`src/pscg_pkg.sv`:
```
// Shared constants and types of the power-save clock gating block.
// Assumes a single 125 MHz system clock domain.
package pscg_pkg;

  // ----------------------------------------------------------------------
  // Clock divider register fields
  // ----------------------------------------------------------------------
  localparam int          CDIV_W         = 16;
  localparam int          CDIV_CPU_SLOWDOWN_ENABLE_BIT = 11;
  localparam int          CDIV_RATIO_LO  = 12;
  localparam int          CDIV_RATIO_HI  = 14;
  localparam int          CDIV_ROI_BIT   = 15;
  localparam logic [15:0] CDIV_RESET     = 16'h0000;
  localparam logic [2:0]  RATIO_RESET    = 3'h0;

  // ----------------------------------------------------------------------
  // Oscillator select and power-save operand
  // ----------------------------------------------------------------------
  localparam int          OSC_W          = 3;
  localparam logic [2:0]  OSC_RESET      = 3'h0;
  localparam logic        PS_OP_SLEEP    = 1'b0;
  localparam logic        PS_OP_IDLE     = 1'b1;

  // Widest doze count: ratio 1:256 needs 8 bits.
  localparam int          DOZE_CNT_W     = 8;
  localparam logic [7:0]  DOZE_CNT_RESET = 8'h00;

  typedef enum logic [1:0] {
    PSCG_RUN,
    PSCG_ENTER,
    PSCG_SLEEP,
    PSCG_IDLE
  } pscg_state_t;

endpackage : pscg_pkg

```
`src/pscg_doze_div.sv`:
```
// Doze divider: turns the 3-bit ratio field into a CPU clock-enable pulse.
// Assumes ratio is stable or that a change may restart the count.
`timescale 1ns/100ps
`default_nettype none

module pscg_doze_div
  import pscg_pkg::*;
(
  // Clock and reset
  input  wire logic       clk,
  input  wire logic       rst_n,
  // Control
  input  wire logic       active,
  input  wire logic [2:0] ratio,
  // Result
  output logic            cpu_tick
);

  typedef struct packed {
    logic [DOZE_CNT_W-1:0] cnt;
    logic                  tick;
  } pscg_div_t;

  pscg_div_t s_q;
  pscg_div_t s_d;
  logic [DOZE_CNT_W-1:0] top;

  // Ratio code n divides by 2**n for codes 0 to 6 (1 to 64), and code 7
  // jumps to 256 so that the slowest documented ratio is reachable.
  always_comb begin
    top = (ratio == 3'h7) ? 8'hFF : (8'(8'h01 << ratio) - 8'h01);
    s_d = s_q;
    if (!active) begin
      s_d.cnt  = DOZE_CNT_RESET;
      s_d.tick = 1'b1;
    end else if (s_q.cnt >= top) begin
      s_d.cnt  = DOZE_CNT_RESET;
      s_d.tick = 1'b1;
    end else begin
      s_d.cnt  = s_q.cnt + 8'h01;
      s_d.tick = 1'b0;
    end
  end

  // Registered so the enable is glitch-free.
  always_ff @(posedge clk) begin
    if (!rst_n) begin
      s_q.cnt  <= DOZE_CNT_RESET;
      s_q.tick <= 1'b1;
    end else begin
      s_q <= s_d;
    end
  end

  assign cpu_tick = s_q.tick;

endmodule : pscg_doze_div

`default_nettype wire

```
`src/pscg_top.sv`:
```
// Power-save clock gating: Sleep, Idle, Doze and per-module gating.
// Assumes CPU, interrupt logic and peripherals share clk; the gates
// here are enables applied by downstream clock-gating cells.
//
// How it works
// - Only power-save instruction enters Sleep or Idle
// - Oscillator switch ignored while configuration locked
// - Sleep stops system clock and on-chip oscillator
// - Clock failure monitor off during Sleep
// - RC oscillator runs in Sleep with watchdog
// - Watchdog cleared on Sleep entry
// - System-clocked peripherals stopped during Sleep
// - Wake Sleep on interrupt, reset, watchdog timeout
// - Resume on clock source selected at entry
// - Idle stops CPU clock, peripherals keep running
// - Watchdog cleared on Idle entry
// - RC oscillator runs in Idle if needed
// - Wake Idle on interrupt, reset, watchdog timeout
// - CPU clock restored immediately on Idle wake
// - Interrupt during entry held, then wakes
// - Doze slows only the CPU clock
// - Doze enabled by divider bit 11
// - Doze ratio field bits 14:12, reset 1:1
// - Restore-on-interrupt bit 15 ends Doze
// - Power gate stops clocks, blocks register writes
// - Function enable off keeps registers accessible
// - Stop-in-idle halts module during Idle
`timescale 1ns/100ps
`default_nettype none

module pscg_top
  import pscg_pkg::*;
#(
  parameter int N_MOD = 8
) (
  // Clock and reset
  input  wire logic             clk,
  input  wire logic             rst_n,
  // CPU core
  input  wire logic             power_save_instr,
  input  wire logic             power_save_op,
  input  wire logic             irq_pending,
  input  wire logic             watchdog_timeout,
  // Clock divider register write port
  input  wire logic             clock_divider_we,
  input  wire logic [15:0]      clock_divider_wdata,
  // Oscillator control
  input  wire logic             osc_write,
  input  wire logic [2:0]       new_osc_select,
  input  wire logic             clock_cfg_locked,
  input  wire logic             watchdog_en,
  input  wire logic             clock_fail_monitor_en,
  // Per-module control
  input  wire logic [N_MOD-1:0] module_power_gate,
  input  wire logic [N_MOD-1:0] module_function_enable,
  input  wire logic [N_MOD-1:0] stop_in_idle,
  input  wire logic [N_MOD-1:0] module_ext_clocked,
  input  wire logic [N_MOD-1:0] module_reg_we,
  // Status and clock enables
  output logic [15:0]           clock_divider_reg,
  output logic [2:0]            osc_active_select,
  output logic                  sys_osc_run,
  output logic                  low_power_rc_osc_run,
  output logic                  clock_fail_monitor_act,
  output logic                  watchdog_clear,
  output logic                  cpu_clk_en,
  output logic                  in_sleep,
  output logic                  in_idle,
  output logic                  wake_irq,
  output logic [N_MOD-1:0]      module_clk_en,
  output logic [N_MOD-1:0]      module_func_run,
  output logic [N_MOD-1:0]      module_reg_we_ok
);

  // ----------------------------------------------------------------------
  // State
  // ----------------------------------------------------------------------
  typedef struct packed {
    pscg_state_t      st;
    logic             op;
    logic             held_irq;
    logic [15:0]      cdiv;
    logic [2:0]       osc;
    logic             osc_run;
    logic             low_power_rc_osc;
    logic             fcm;
    logic             wdt_clr;
    logic             cpu_en;
    logic             slp;
    logic             idl;
    logic             wirq;
    logic [N_MOD-1:0] mclk;
    logic [N_MOD-1:0] mfun;
    logic [N_MOD-1:0] mwe;
  } pscg_top_t;

  pscg_top_t s_q;
  pscg_top_t s_d;
  logic      doze_on;
  logic      cpu_tick;
  logic      wake;
  logic [N_MOD-1:0] mclk_d;

  // Doze counts only while enabled; the enable is a tick on clk.
  assign doze_on = s_q.cdiv[CDIV_CPU_SLOWDOWN_ENABLE_BIT];

  pscg_doze_div u_div (
    .clk      (clk),
    .rst_n    (rst_n),
    .active   (doze_on),
    .ratio    (s_q.cdiv[CDIV_RATIO_HI:CDIV_RATIO_LO]),
    .cpu_tick (cpu_tick)
  );

  // Reset wakes by construction; interrupt and watchdog wake here.
  assign wake = irq_pending | watchdog_timeout;

  // ----------------------------------------------------------------------
  // Per-module gating
  // ----------------------------------------------------------------------
  genvar gi;
  generate
    for (gi = 0; gi < N_MOD; gi++) begin : g_mod
      // Sleep leaves only externally clocked modules alive.
      always_comb begin
        mclk_d[gi] = !module_power_gate[gi];
        if (s_d.slp && !module_ext_clocked[gi]) begin
          mclk_d[gi] = 1'b0;
        end
        if (s_d.idl && stop_in_idle[gi]) begin
          mclk_d[gi] = 1'b0;
        end
      end
    end
  endgenerate

  // ----------------------------------------------------------------------
  // Next state
  // ----------------------------------------------------------------------
  always_comb begin
    s_d         = s_q;
    s_d.wdt_clr = 1'b0;
    s_d.wirq    = 1'b0;
    // Divider register write.
    if (clock_divider_we) begin
      s_d.cdiv = clock_divider_wdata;
    end
    // Locked configuration silently drops the switch request.
    if (osc_write && !clock_cfg_locked && s_q.st == PSCG_RUN) begin
      s_d.osc = new_osc_select;
    end
    // Interrupt ends Doze only when restore-on-interrupt is set.
    if (irq_pending && s_q.cdiv[CDIV_ROI_BIT]) begin
      s_d.cdiv[CDIV_CPU_SLOWDOWN_ENABLE_BIT] = 1'b0;
    end
    case (s_q.st)
      PSCG_RUN: begin
        if (power_save_instr) begin
          s_d.st       = PSCG_ENTER;
          s_d.op       = power_save_op;
          s_d.held_irq = 1'b0;
          s_d.wdt_clr  = watchdog_en;
        end
      end
      PSCG_ENTER: begin
        // Watchdog cleared in the cycle the CPU clock stops, one before Sleep/Idle.
        s_d.held_irq = 1'b0;
        s_d.st = (s_q.op == PS_OP_IDLE) ? PSCG_IDLE : PSCG_SLEEP;
      end
      PSCG_SLEEP, PSCG_IDLE: begin
        // A wake held from the entry cycle acts here at once.
        if (wake || s_q.held_irq) begin
          s_d.st   = PSCG_RUN;
          s_d.wirq = irq_pending | s_q.held_irq;
        end
      end
      default: s_d.st = PSCG_RUN;
    endcase
    if (s_q.st == PSCG_ENTER && irq_pending) begin
      s_d.held_irq = 1'b1;
    end
    s_d.slp = (s_d.st == PSCG_SLEEP);
    s_d.idl = (s_d.st == PSCG_IDLE);
    // Osc select is untouched in Sleep, so wake resumes on it.
    s_d.osc_run = !s_d.slp;
    s_d.fcm     = clock_fail_monitor_en && !s_d.slp;
    if (s_d.slp) begin
      s_d.low_power_rc_osc = watchdog_en;
    end else if (s_d.idl) begin
      s_d.low_power_rc_osc = watchdog_en | clock_fail_monitor_en;
    end else begin
      s_d.low_power_rc_osc = 1'b1;
    end
    // CPU halts in Sleep/Idle, restarts on wake, ticks in Doze.
    if (s_d.slp || s_d.idl || s_d.st == PSCG_ENTER) begin
      s_d.cpu_en = 1'b0;
    end else if (s_d.cdiv[CDIV_CPU_SLOWDOWN_ENABLE_BIT]) begin
      s_d.cpu_en = cpu_tick;
    end else begin
      s_d.cpu_en = 1'b1;
    end
    s_d.mclk = mclk_d;
    s_d.mfun = module_function_enable & mclk_d;
    s_d.mwe  = module_reg_we & ~module_power_gate;
  end

  // ----------------------------------------------------------------------
  // Register
  // ----------------------------------------------------------------------
  always_ff @(posedge clk) begin
    if (!rst_n) begin
      s_q          <= '0;
      s_q.st       <= PSCG_RUN;
      s_q.cdiv     <= CDIV_RESET;
      s_q.osc      <= OSC_RESET;
      s_q.osc_run  <= 1'b1;
      s_q.low_power_rc_osc     <= 1'b1;
      s_q.cpu_en   <= 1'b1;
      s_q.mclk     <= '1;
    end else begin
      s_q <= s_d;
    end
  end

  assign clock_divider_reg      = s_q.cdiv;
  assign osc_active_select      = s_q.osc;
  assign sys_osc_run            = s_q.osc_run;
  assign low_power_rc_osc_run   = s_q.low_power_rc_osc;
  assign clock_fail_monitor_act = s_q.fcm;
  assign watchdog_clear         = s_q.wdt_clr;
  assign cpu_clk_en             = s_q.cpu_en;
  assign in_sleep               = s_q.slp;
  assign in_idle                = s_q.idl;
  assign wake_irq               = s_q.wirq;
  assign module_clk_en          = s_q.mclk;
  assign module_func_run        = s_q.mfun;
  assign module_reg_we_ok       = s_q.mwe;

  // ----------------------------------------------------------------------
  // Assertions
  // ----------------------------------------------------------------------
  property p_enter_only_by_instr;
    @(posedge clk) disable iff (!rst_n)
      (s_q.st == PSCG_RUN && !power_save_instr) |=> !in_sleep && !in_idle;
  endproperty
  a_enter_only_by_instr: assert property (p_enter_only_by_instr)
    else $error("Power-save mode entered without the instruction.");

  property p_locked_osc;
    @(posedge clk) disable iff (!rst_n)
      clock_cfg_locked |=> $stable(osc_active_select);
  endproperty
  a_locked_osc: assert property (p_locked_osc)
    else $error("Oscillator changed while locked.");

  property p_sleep_clocks;
    @(posedge clk) disable iff (!rst_n)
      in_sleep |-> !sys_osc_run && !clock_fail_monitor_act && !cpu_clk_en;
  endproperty
  a_sleep_clocks: assert property (p_sleep_clocks)
    else $error("Clocks left running in Sleep.");

  property p_sleep_low_power_rc_osc;
    @(posedge clk) disable iff (!rst_n)
      ##1 (in_sleep && $past(watchdog_en)) |-> low_power_rc_osc_run;
  endproperty
  a_sleep_low_power_rc_osc: assert property (p_sleep_low_power_rc_osc)
    else $error("RC oscillator stopped in Sleep with watchdog on.");

  property p_wdt_clear;
    @(posedge clk) disable iff (!rst_n)
      (s_q.st == PSCG_RUN && power_save_instr && watchdog_en)
        |=> watchdog_clear ##1 (in_sleep || in_idle);
  endproperty
  a_wdt_clear: assert property (p_wdt_clear)
    else $error("Watchdog not cleared before entry.");

  property p_wake;
    @(posedge clk) disable iff (!rst_n)
      ((in_sleep || in_idle) && watchdog_timeout) |=> !in_sleep && !in_idle;
  endproperty
  a_wake: assert property (p_wake)
    else $error("No wake on watchdog time-out.");

  property p_idle_cpu_restart;
    @(posedge clk) disable iff (!rst_n)
      (in_idle && irq_pending && !doze_on) |=> cpu_clk_en;
  endproperty
  a_idle_cpu_restart: assert property (p_idle_cpu_restart)
    else $error("CPU clock not restored on Idle wake.");

  property p_held_irq;
    @(posedge clk) disable iff (!rst_n)
      (s_q.st == PSCG_ENTER && irq_pending) |=> ##1 !in_sleep && !in_idle;
  endproperty
  a_held_irq: assert property (p_held_irq)
    else $error("Interrupt during entry not honoured.");

  property p_power_gate;
    @(posedge clk) disable iff (!rst_n)
      module_power_gate[0] |=> !module_clk_en[0] && !module_reg_we_ok[0];
  endproperty
  a_power_gate: assert property (p_power_gate)
    else $error("Gated module still clocked or writable.");

  property p_roi;
    @(posedge clk) disable iff (!rst_n)
      (irq_pending && clock_divider_reg[CDIV_ROI_BIT] && !clock_divider_we)
        |=> !clock_divider_reg[CDIV_CPU_SLOWDOWN_ENABLE_BIT];
  endproperty
  a_roi: assert property (p_roi)
    else $error("Doze not ended on interrupt.");

  c_sleep: cover property (@(posedge clk) disable iff (!rst_n)
    in_sleep ##1 !in_sleep);
  c_idle: cover property (@(posedge clk) disable iff (!rst_n)
    in_idle ##1 !in_idle);
  c_doze: cover property (@(posedge clk) disable iff (!rst_n)
    doze_on && !cpu_clk_en ##1 cpu_clk_en);

endmodule : pscg_top

`default_nettype wire

```
`config.mk`:
```
export PLATFORM = sky130hd
export DESIGN_NAME = pscg_top
export DESIGN_NICKNAME = d
export VERILOG_FILES = /design/src/pscg_pkg.sv /design/src/pscg_doze_div.sv /design/src/pscg_top.sv
export SDC_FILE = /design/constraint.sdc
export NUM_CORES = 1
export LEC_CHECK = 0
export ABC_AREA = 1
export BUFFER_PORTS_ARGS = -buffer_cell sky130_fd_sc_hd__buf_2
export CORE_MARGIN = 2
export CORE_UTILIZATION = 40
export DETAILED_ROUTE_END_ITERATION = 7
export MAX_ROUTING_LAYER = met4
export PLACE_DENSITY = 0.73
export SETUP_SLACK_MARGIN = 0.1
export SYNTH_ARGS = -nofsm -noshare
export SYNTH_HDL_FRONTEND = slang
export SYNTH_SLANG_ARGS = --single-unit
```
`constraint.sdc`:
```
create_clock -name clk -period 3 [get_ports clk]
set_input_delay 0.75 -clock clk [delete_from_list [all_inputs] [get_ports clk]]
set_output_delay 0.75 -clock clk [all_outputs]
set_load 0.02 [all_outputs]
```
== After elaboration in Yosys (flattened, before gate mapping) ==
Cells that the tools add are included.

* $add $sub $neg: 2
* $lt $le $gt $ge: 1
* Eq/ne operators: 8
* Shifts and indexed selects: 1
* Mux-type cells: 30
* Bitwise operators: 8
* Reductions and logical operators: 51

{| class="wikitable"
|+ Operators by type and width
! operator !! number
|-
| 1-bit 2-to-1 mux || 24
|-
| 1-bit logical AND || 21
|-
| 1-bit zero test || 18
|-
| 8-bit AND || 2
|-
| 12-bit 2-to-1 mux || 1
|-
| 8-bit by 1-bit adder with 8-bit output (second input constant) || 1
|-
| 2-bit equality test (second input constant) || 4
|-
| 8-bit greater-or-equal comparator || 1
|-
| 8-bit 2-to-1 mux || 1
|-
| 8-bit NOT || 1
|-
| 1-bit by 3-bit left shift with 8-bit output (first input constant) || 1
|-
| 8-bit by 1-bit subtractor with 8-bit output (second input constant) || 1
|-
| 2-bit one-hot mux with 3 select lines || 1
|-
| 2-bit AND reduction || 3
|-
| 3-bit AND reduction || 2
|-
| 2-bit by 1-bit equality test with 1-bit output (second input constant) || 2
|-
| 4-bit 2-to-1 mux || 1
|-
| 3-bit equality test (second input constant) || 1
|-
| 1-bit logical OR || 3
|-
| 3-bit by 2-bit != test with 1-bit output (second input constant) || 1
|-
| 1-bit bitwise OR || 3
|-
| 3-bit nonzero test || 1
|-
| 3-bit OR reduction || 1
|-
| 2-bit zero test || 1
|-
| 4 further kinds || 5
|}

* Bits in registers: 64
* Input port bits: 70
* Output and inout bits: 51
* Word-level logic and storage cells: 120

== Logic depth before layout (Yosys ltp) ==
* Depth in word-level cells: 9
* Gate-level depth with buffers: 14
* Gate-level depth less buffers: 14

== Modules after synthesis ==
From an unflattened synthesis, not the netlist that was laid out.

* Cell total of the unflattened synthesis: 381
* Area total of the unflattened synthesis: 2934.1 um2

{| class="wikitable"
|+ Modules (own cells, without submodules)
! module !! times used !! cells an instance !! area an instance (um2) !! sequential area each (um2)
|-
| pscg_top || 1 || 283 || 2270.9 || 1101.1
|-
| pscg_doze_div || 1 || 98 || 663.1 || 180.2
|}

== Worst setup path before layout ==
No wires, ideal clock.

* Path type: register -> register
* Start point: register s_q (netlist bit clock_divider_reg[12])
* End point: register u_div.s_q (netlist bit u_div.cpu_tick)
* Arrival time: 1.732 ns
* Data required time: 2.787 ns
* Setup slack: 1.054 ns
* Stages on the path, launching flop included: 13
* Path buffers: 0
* Cell sequence: dfxtp_1 -> nor2_1 -> nand2_1 -> ha_1 -> inv_1 -> nor2_1 -> o22ai_1 -> inv_1 -> ha_1 -> nand2_1 -> a21oi_1 -> nor2_1 -> nand4_1

* Longest elaborated chain between the ends: 5
* Elaborated cells on any way between the ends: 6
* Those cells by class: add/sub: 1; order compare: 1; eq/ne: 1; shift: 1; mux: 2

{| class="wikitable"
|+ RTL lines
! what !! line !! source
|-
| from (decl) || pscg_top.sv:97 || <nowiki>pscg_top_t s_q;</nowiki>
|-
| 1-bit by 3-bit left shift with 8-bit output || pscg_doze_div.sv:31 || <nowiki>top = (ratio == 3'h7) ? 8'hFF : (8'(8'h01 << ratio) - 8'h01);</nowiki>
|-
| 8-bit by 1-bit subtractor with 8-bit output || pscg_doze_div.sv:31 ||
|-
| 8-bit 2-to-1 mux * || pscg_doze_div.sv:31 ||
|-
| 8-bit greater-or-equal comparator * || pscg_doze_div.sv:36 || <nowiki>end else if (s_q.cnt >= top) begin</nowiki>
|-
| 1-bit 2-to-1 mux * || pscg_doze_div.sv:36 ||
|-
| to (decl) || pscg_doze_div.sv:24 || <nowiki>pscg_div_t s_q;</nowiki>
|}

Mark *: on every way between the ends. The rest lies on a longest branch, timed or not.
A chain may end at the register's enable or synchronous reset.

== Final worst setup path ==
* Start point: register s_q (netlist bit clock_divider_reg[12])
* End point: register u_div.s_q[1] (netlist name)

* Longest elaborated chain between the ends: 5
* Elaborated cells on any way between the ends: 6
* Those cells by class: add/sub: 1; order compare: 1; eq/ne: 1; shift: 1; mux: 1; reduce/logical: 1

{| class="wikitable"
|+ RTL lines
! what !! line
|-
| 1-bit by 3-bit left shift with 8-bit output || pscg_doze_div.sv:31
|-
| 8-bit by 1-bit subtractor with 8-bit output || pscg_doze_div.sv:31
|-
| 8-bit 2-to-1 mux * || pscg_doze_div.sv:31
|-
| 8-bit greater-or-equal comparator * || pscg_doze_div.sv:36
|-
| 3-bit OR reduction (no source line) * || n/a
|}

Marks and branches as above.

==> metrics.md <==
| Metric | Value |
|---|---|
| Outcome | `completed` |
| Final min period | `2.27 ns` |
| Detailed Route WL | `roughly 6500 µm` |
| Delay of the slowest cell on the worst path | `0.34 ns` |
| Antenna viol nets, final | `0` |
| Dpl ws | `about 0.74 ns` |
| Post-CTS Repair Setup Buffers | `0` |
| Worst path slowest cell | `dfxtp_1` |
| Period Utilization, post-route | `75.8%` |
| Worst relative slew slack | `67.3%` |
| Worst slew pin tran | `0.491 ns` |
| Buffers on Ports | `120` |
| Gpl congestion | `0.859` |
| Hold_ws | `0.476 ns` |
| Starting density of the core | `41.8%` |
| Clock slew at reported path FFs | `~0.060 ns` |
| Post-CTS Hold Fix Bufs | `0` |
| Worst vdd ir | `~0.25 mV` |
| Die area | `0.00787 mm²` |
| Post-synthesis sequential area ratio | `between 40% and 50%` |
| Io pins | `between 100 and 150` |
| Critical path class | `reg2reg` |
| Crit-path most repeated cell | `nor2_1` |
| Arrival time at the worst endpoint | `between 2 and 3 ns` |
| First-pass DRT Iterations | `4` |
| Root buffer cell | `clkbuf_8` |
| Worst hold path type | `reg2reg` |
| Flop and latch count out of synthesis | `64` |
| Largest net degree at the start of global routing | `29` |
| H-tree depth | `3` |
| CTS Sinks | `64` |
| Clock Latency Late Sink | `0.33 ns` |
| Core ar. | `roughly 0.007 mm²` |
| Synth warn | `0` |
| Vias in the first global route | `2,396` |
| Net count after synthesis | `451` |
| Nets | `533` |
| Inserted Diodes | `0` |
| Max FFs per register | `16` |
| CP Cell Sequence | `nor2_1 > nand2_1 > ha_1 > inv_1 > nor2_1 > o22ai_1 > inv_1 > ha_1 > nand2_1 > a21oi_1 > nor2_1 > nand4_1 > nor2_1` |
| Number of vias per cell | `4.51` |
| Area after DPL | `0.00324 mm²` |
| Initial antenna violation count | `0` |
| Number of hold violations in the final report | `0` |
| Layout Skew | `0.00764 ns` |
| Cell area after layout | `between 0.003 and 0.004 mm²` |
| Post_cts resized | `0` |
| HPWL Detailed | `5000 µm` |
| Worst setup margin | `0.725 ns` |
| First-pass GRT wire length | `10,200 µm` |
| Endpoints failing setup | `0` |
| GRT Util Overall | `between 15 and 20%` |
| Synth unique cells | `27` |
| DRC | `0` |
| Peak Freq | `roughly 440 MHz` |
| Layout area overhead | `19.0%` |
| Die W | `88.7 µm` |
| Max Cap Viol | `0` |
| Max clock buf depth | `2` |
| Total gr overflow | `0` |
| CTS tree | `yes` |
| Routed via count | `2,494` |
| RSZ-0062 raised after global routing | `no` |
| WP data required | `3.25 ns` |
| Detailed Route Iter0 Violations | `107` |
| Rows | `30` |
| CP max FO | `9` |
| Max Transition Viols Final | `0` |
| PwrDens | `557 mW/mm²` |
| Critical Path Sink Type | `register` |
| Element type at the critical path start | `register` |
| Syn Area/Cell | `7.74 µm²` |
| Leakage | `1.76 nW` |
| Cells after Synth | `371` |
| Setup_tns | `0 ns` |
| Synthesized area | `0.00287 mm²` |
| Layout cells sized above 1 | `between 30% and 40%` |
| Drt wl/cell | `between 10 and 15 µm` |
| Die Y | `88.7 µm` |
| Final core utilization | `49.7%` |
| Inserted Clock Buffers | `9` |
[worst max-delay path: cells and delay by family (launching register included)]
kind / cells / cell delay [ns]
AND/OR/NAND/NOR: 7 / 1.02
adder cells (fa/ha/maj): 2 / 0.49
flip-flops: 1 / 0.34
AO/OA/AOI/OAI: 2 / 0.19
buffers and inverters: 2 / 0.15
[final cells by class]
| cell class | instances | area, µm² |
|---|---|---|
| Fill cell | 678 | 3450 |
| Sequential cell | 64 | 1280 |
| Multi-Input combinational cell | 218 | 1080 |
| Timing Repair Buffer | 122 | 616 |
| Clock buffer | 12 | 155 |
| Inverter | 38 | 143 |
| Tap cell | 96 | 120 |
| Clock inverter | 3 | 17.5 |
[worst paths after layout]
kind | startpoint | to | slack, ns | cells past startpoint
setup / recovery | clock_divider_reg[12]$_SDFFE_PN0P_ | u_div.s_q[1]$_SDFF_PP0_ | 0.73 | 13
hold / removal | u_div.s_q[1]$_SDFF_PP0_ | u_div.s_q[1]$_SDFF_PP0_ | 0.48 | 1
setup reg to reg | clock_divider_reg[12]$_SDFFE_PN0P_ | u_div.s_q[1]$_SDFF_PP0_ | 0.73 | 13
hold reg to reg | u_div.s_q[1]$_SDFF_PP0_ | u_div.s_q[1]$_SDFF_PP0_ | 0.48 | 1
[stage by stage]
step	cells	total power [mW]
floorplan	371	1.19
global placement	538	1.26
detailed placement	538	1.27
CTS	553	1.93
global route	553	2.00
finish	553	1.90
[layout by cell type, fill, tap and decap left out]
cell / n
clkinvlp_4: 1
o22ai_1: 1
nor2_1: 70
clkbuf_8: 11
inv_1: 36
clkinv_2: 2
nor3_1: 2
buf_4: 2
a21oi_2: 1
nand2_2: 1
clkbuf_1: 1
xor2_1: 2
dfxtp_1: 64
nor2_2: 2
nand4_1: 11
a21oi_1: 7
inv_2: 1
or2_2: 2
o21ai_0: 24
nand3_1: 11
nand3b_1: 8
xnor2_1: 3
a32oi_1: 1
nand2_1: 60
buf_2: 120
ha_1: 10
clkinv_1: 1
a21o_1: 1
o21ai_4: 1
[synth_stat cells]
cell	instances	area [µm²]
a21o_1	1	7.51
a21oi_1	7	35.0
a21oi_2	1	8.76
a32oi_1	1	8.76
buf_2	1	5.00
buf_4	43	323
buf_6	1	11.3
clkbuf_1	6	22.5
clkinv_1	1	3.75
dfxtp_1	64	1280
ha_1	10	125
inv_1	36	135
inv_2	1	3.75
nand2_1	60	225
nand2_2	1	6.26
nand3_1	11	55.1
nand3b_1	8	60.1
nand4_1	11	68.8
nor2_1	70	263
nor2_2	2	12.5
nor3_1	2	10.0
o21ai_0	24	120
o21ai_4	1	16.3
o22ai_1	1	6.26
or2_2	2	12.5
xnor2_1	3	26.3
xor2_1	2	17.5
[logic make-up (layout without fill, tap and decap cells)]
kind of cell | after synthesis | count (layout) | share of synthesized area (%)
and+or+nand+nor | 167 | 167 | 24.8
buffers and inverters | 89 | 175 | 17.6
DFF | 64 | 64 | 44.6
AOI/OAI and AO/OA | 36 | 36 | 7.06
adders and majority gates | 10 | 10 | 4.36
xor gates and xnor gates | 5 | 5 | 1.53
[report_power, final]
part | leakage (nW) | total, mW | switching, mW | internal (mW)
clock | 0.0882 | 0.656 | 0.318 | 0.338
combinational | 1.14 | 0.322 | 0.201 | 0.121
sequential | 0.527 | 0.925 | 0.0244 | 0.901
total | 1.76 | 1.90 | 0.543 | 1.36
[per-layer routing]
layer / global-route usage, % / vias up / share of wire [%]
met5: - / - / 0
met4: 7.58 / 0 / 1.4
met1: 20.1 / 1117 / 43
met2: 28.4 / 70 / 51
li1: - / 1300 / -
met3: 3.45 / 7 / 4.1
Note: power is estimated with default switching activity, not from simulation.
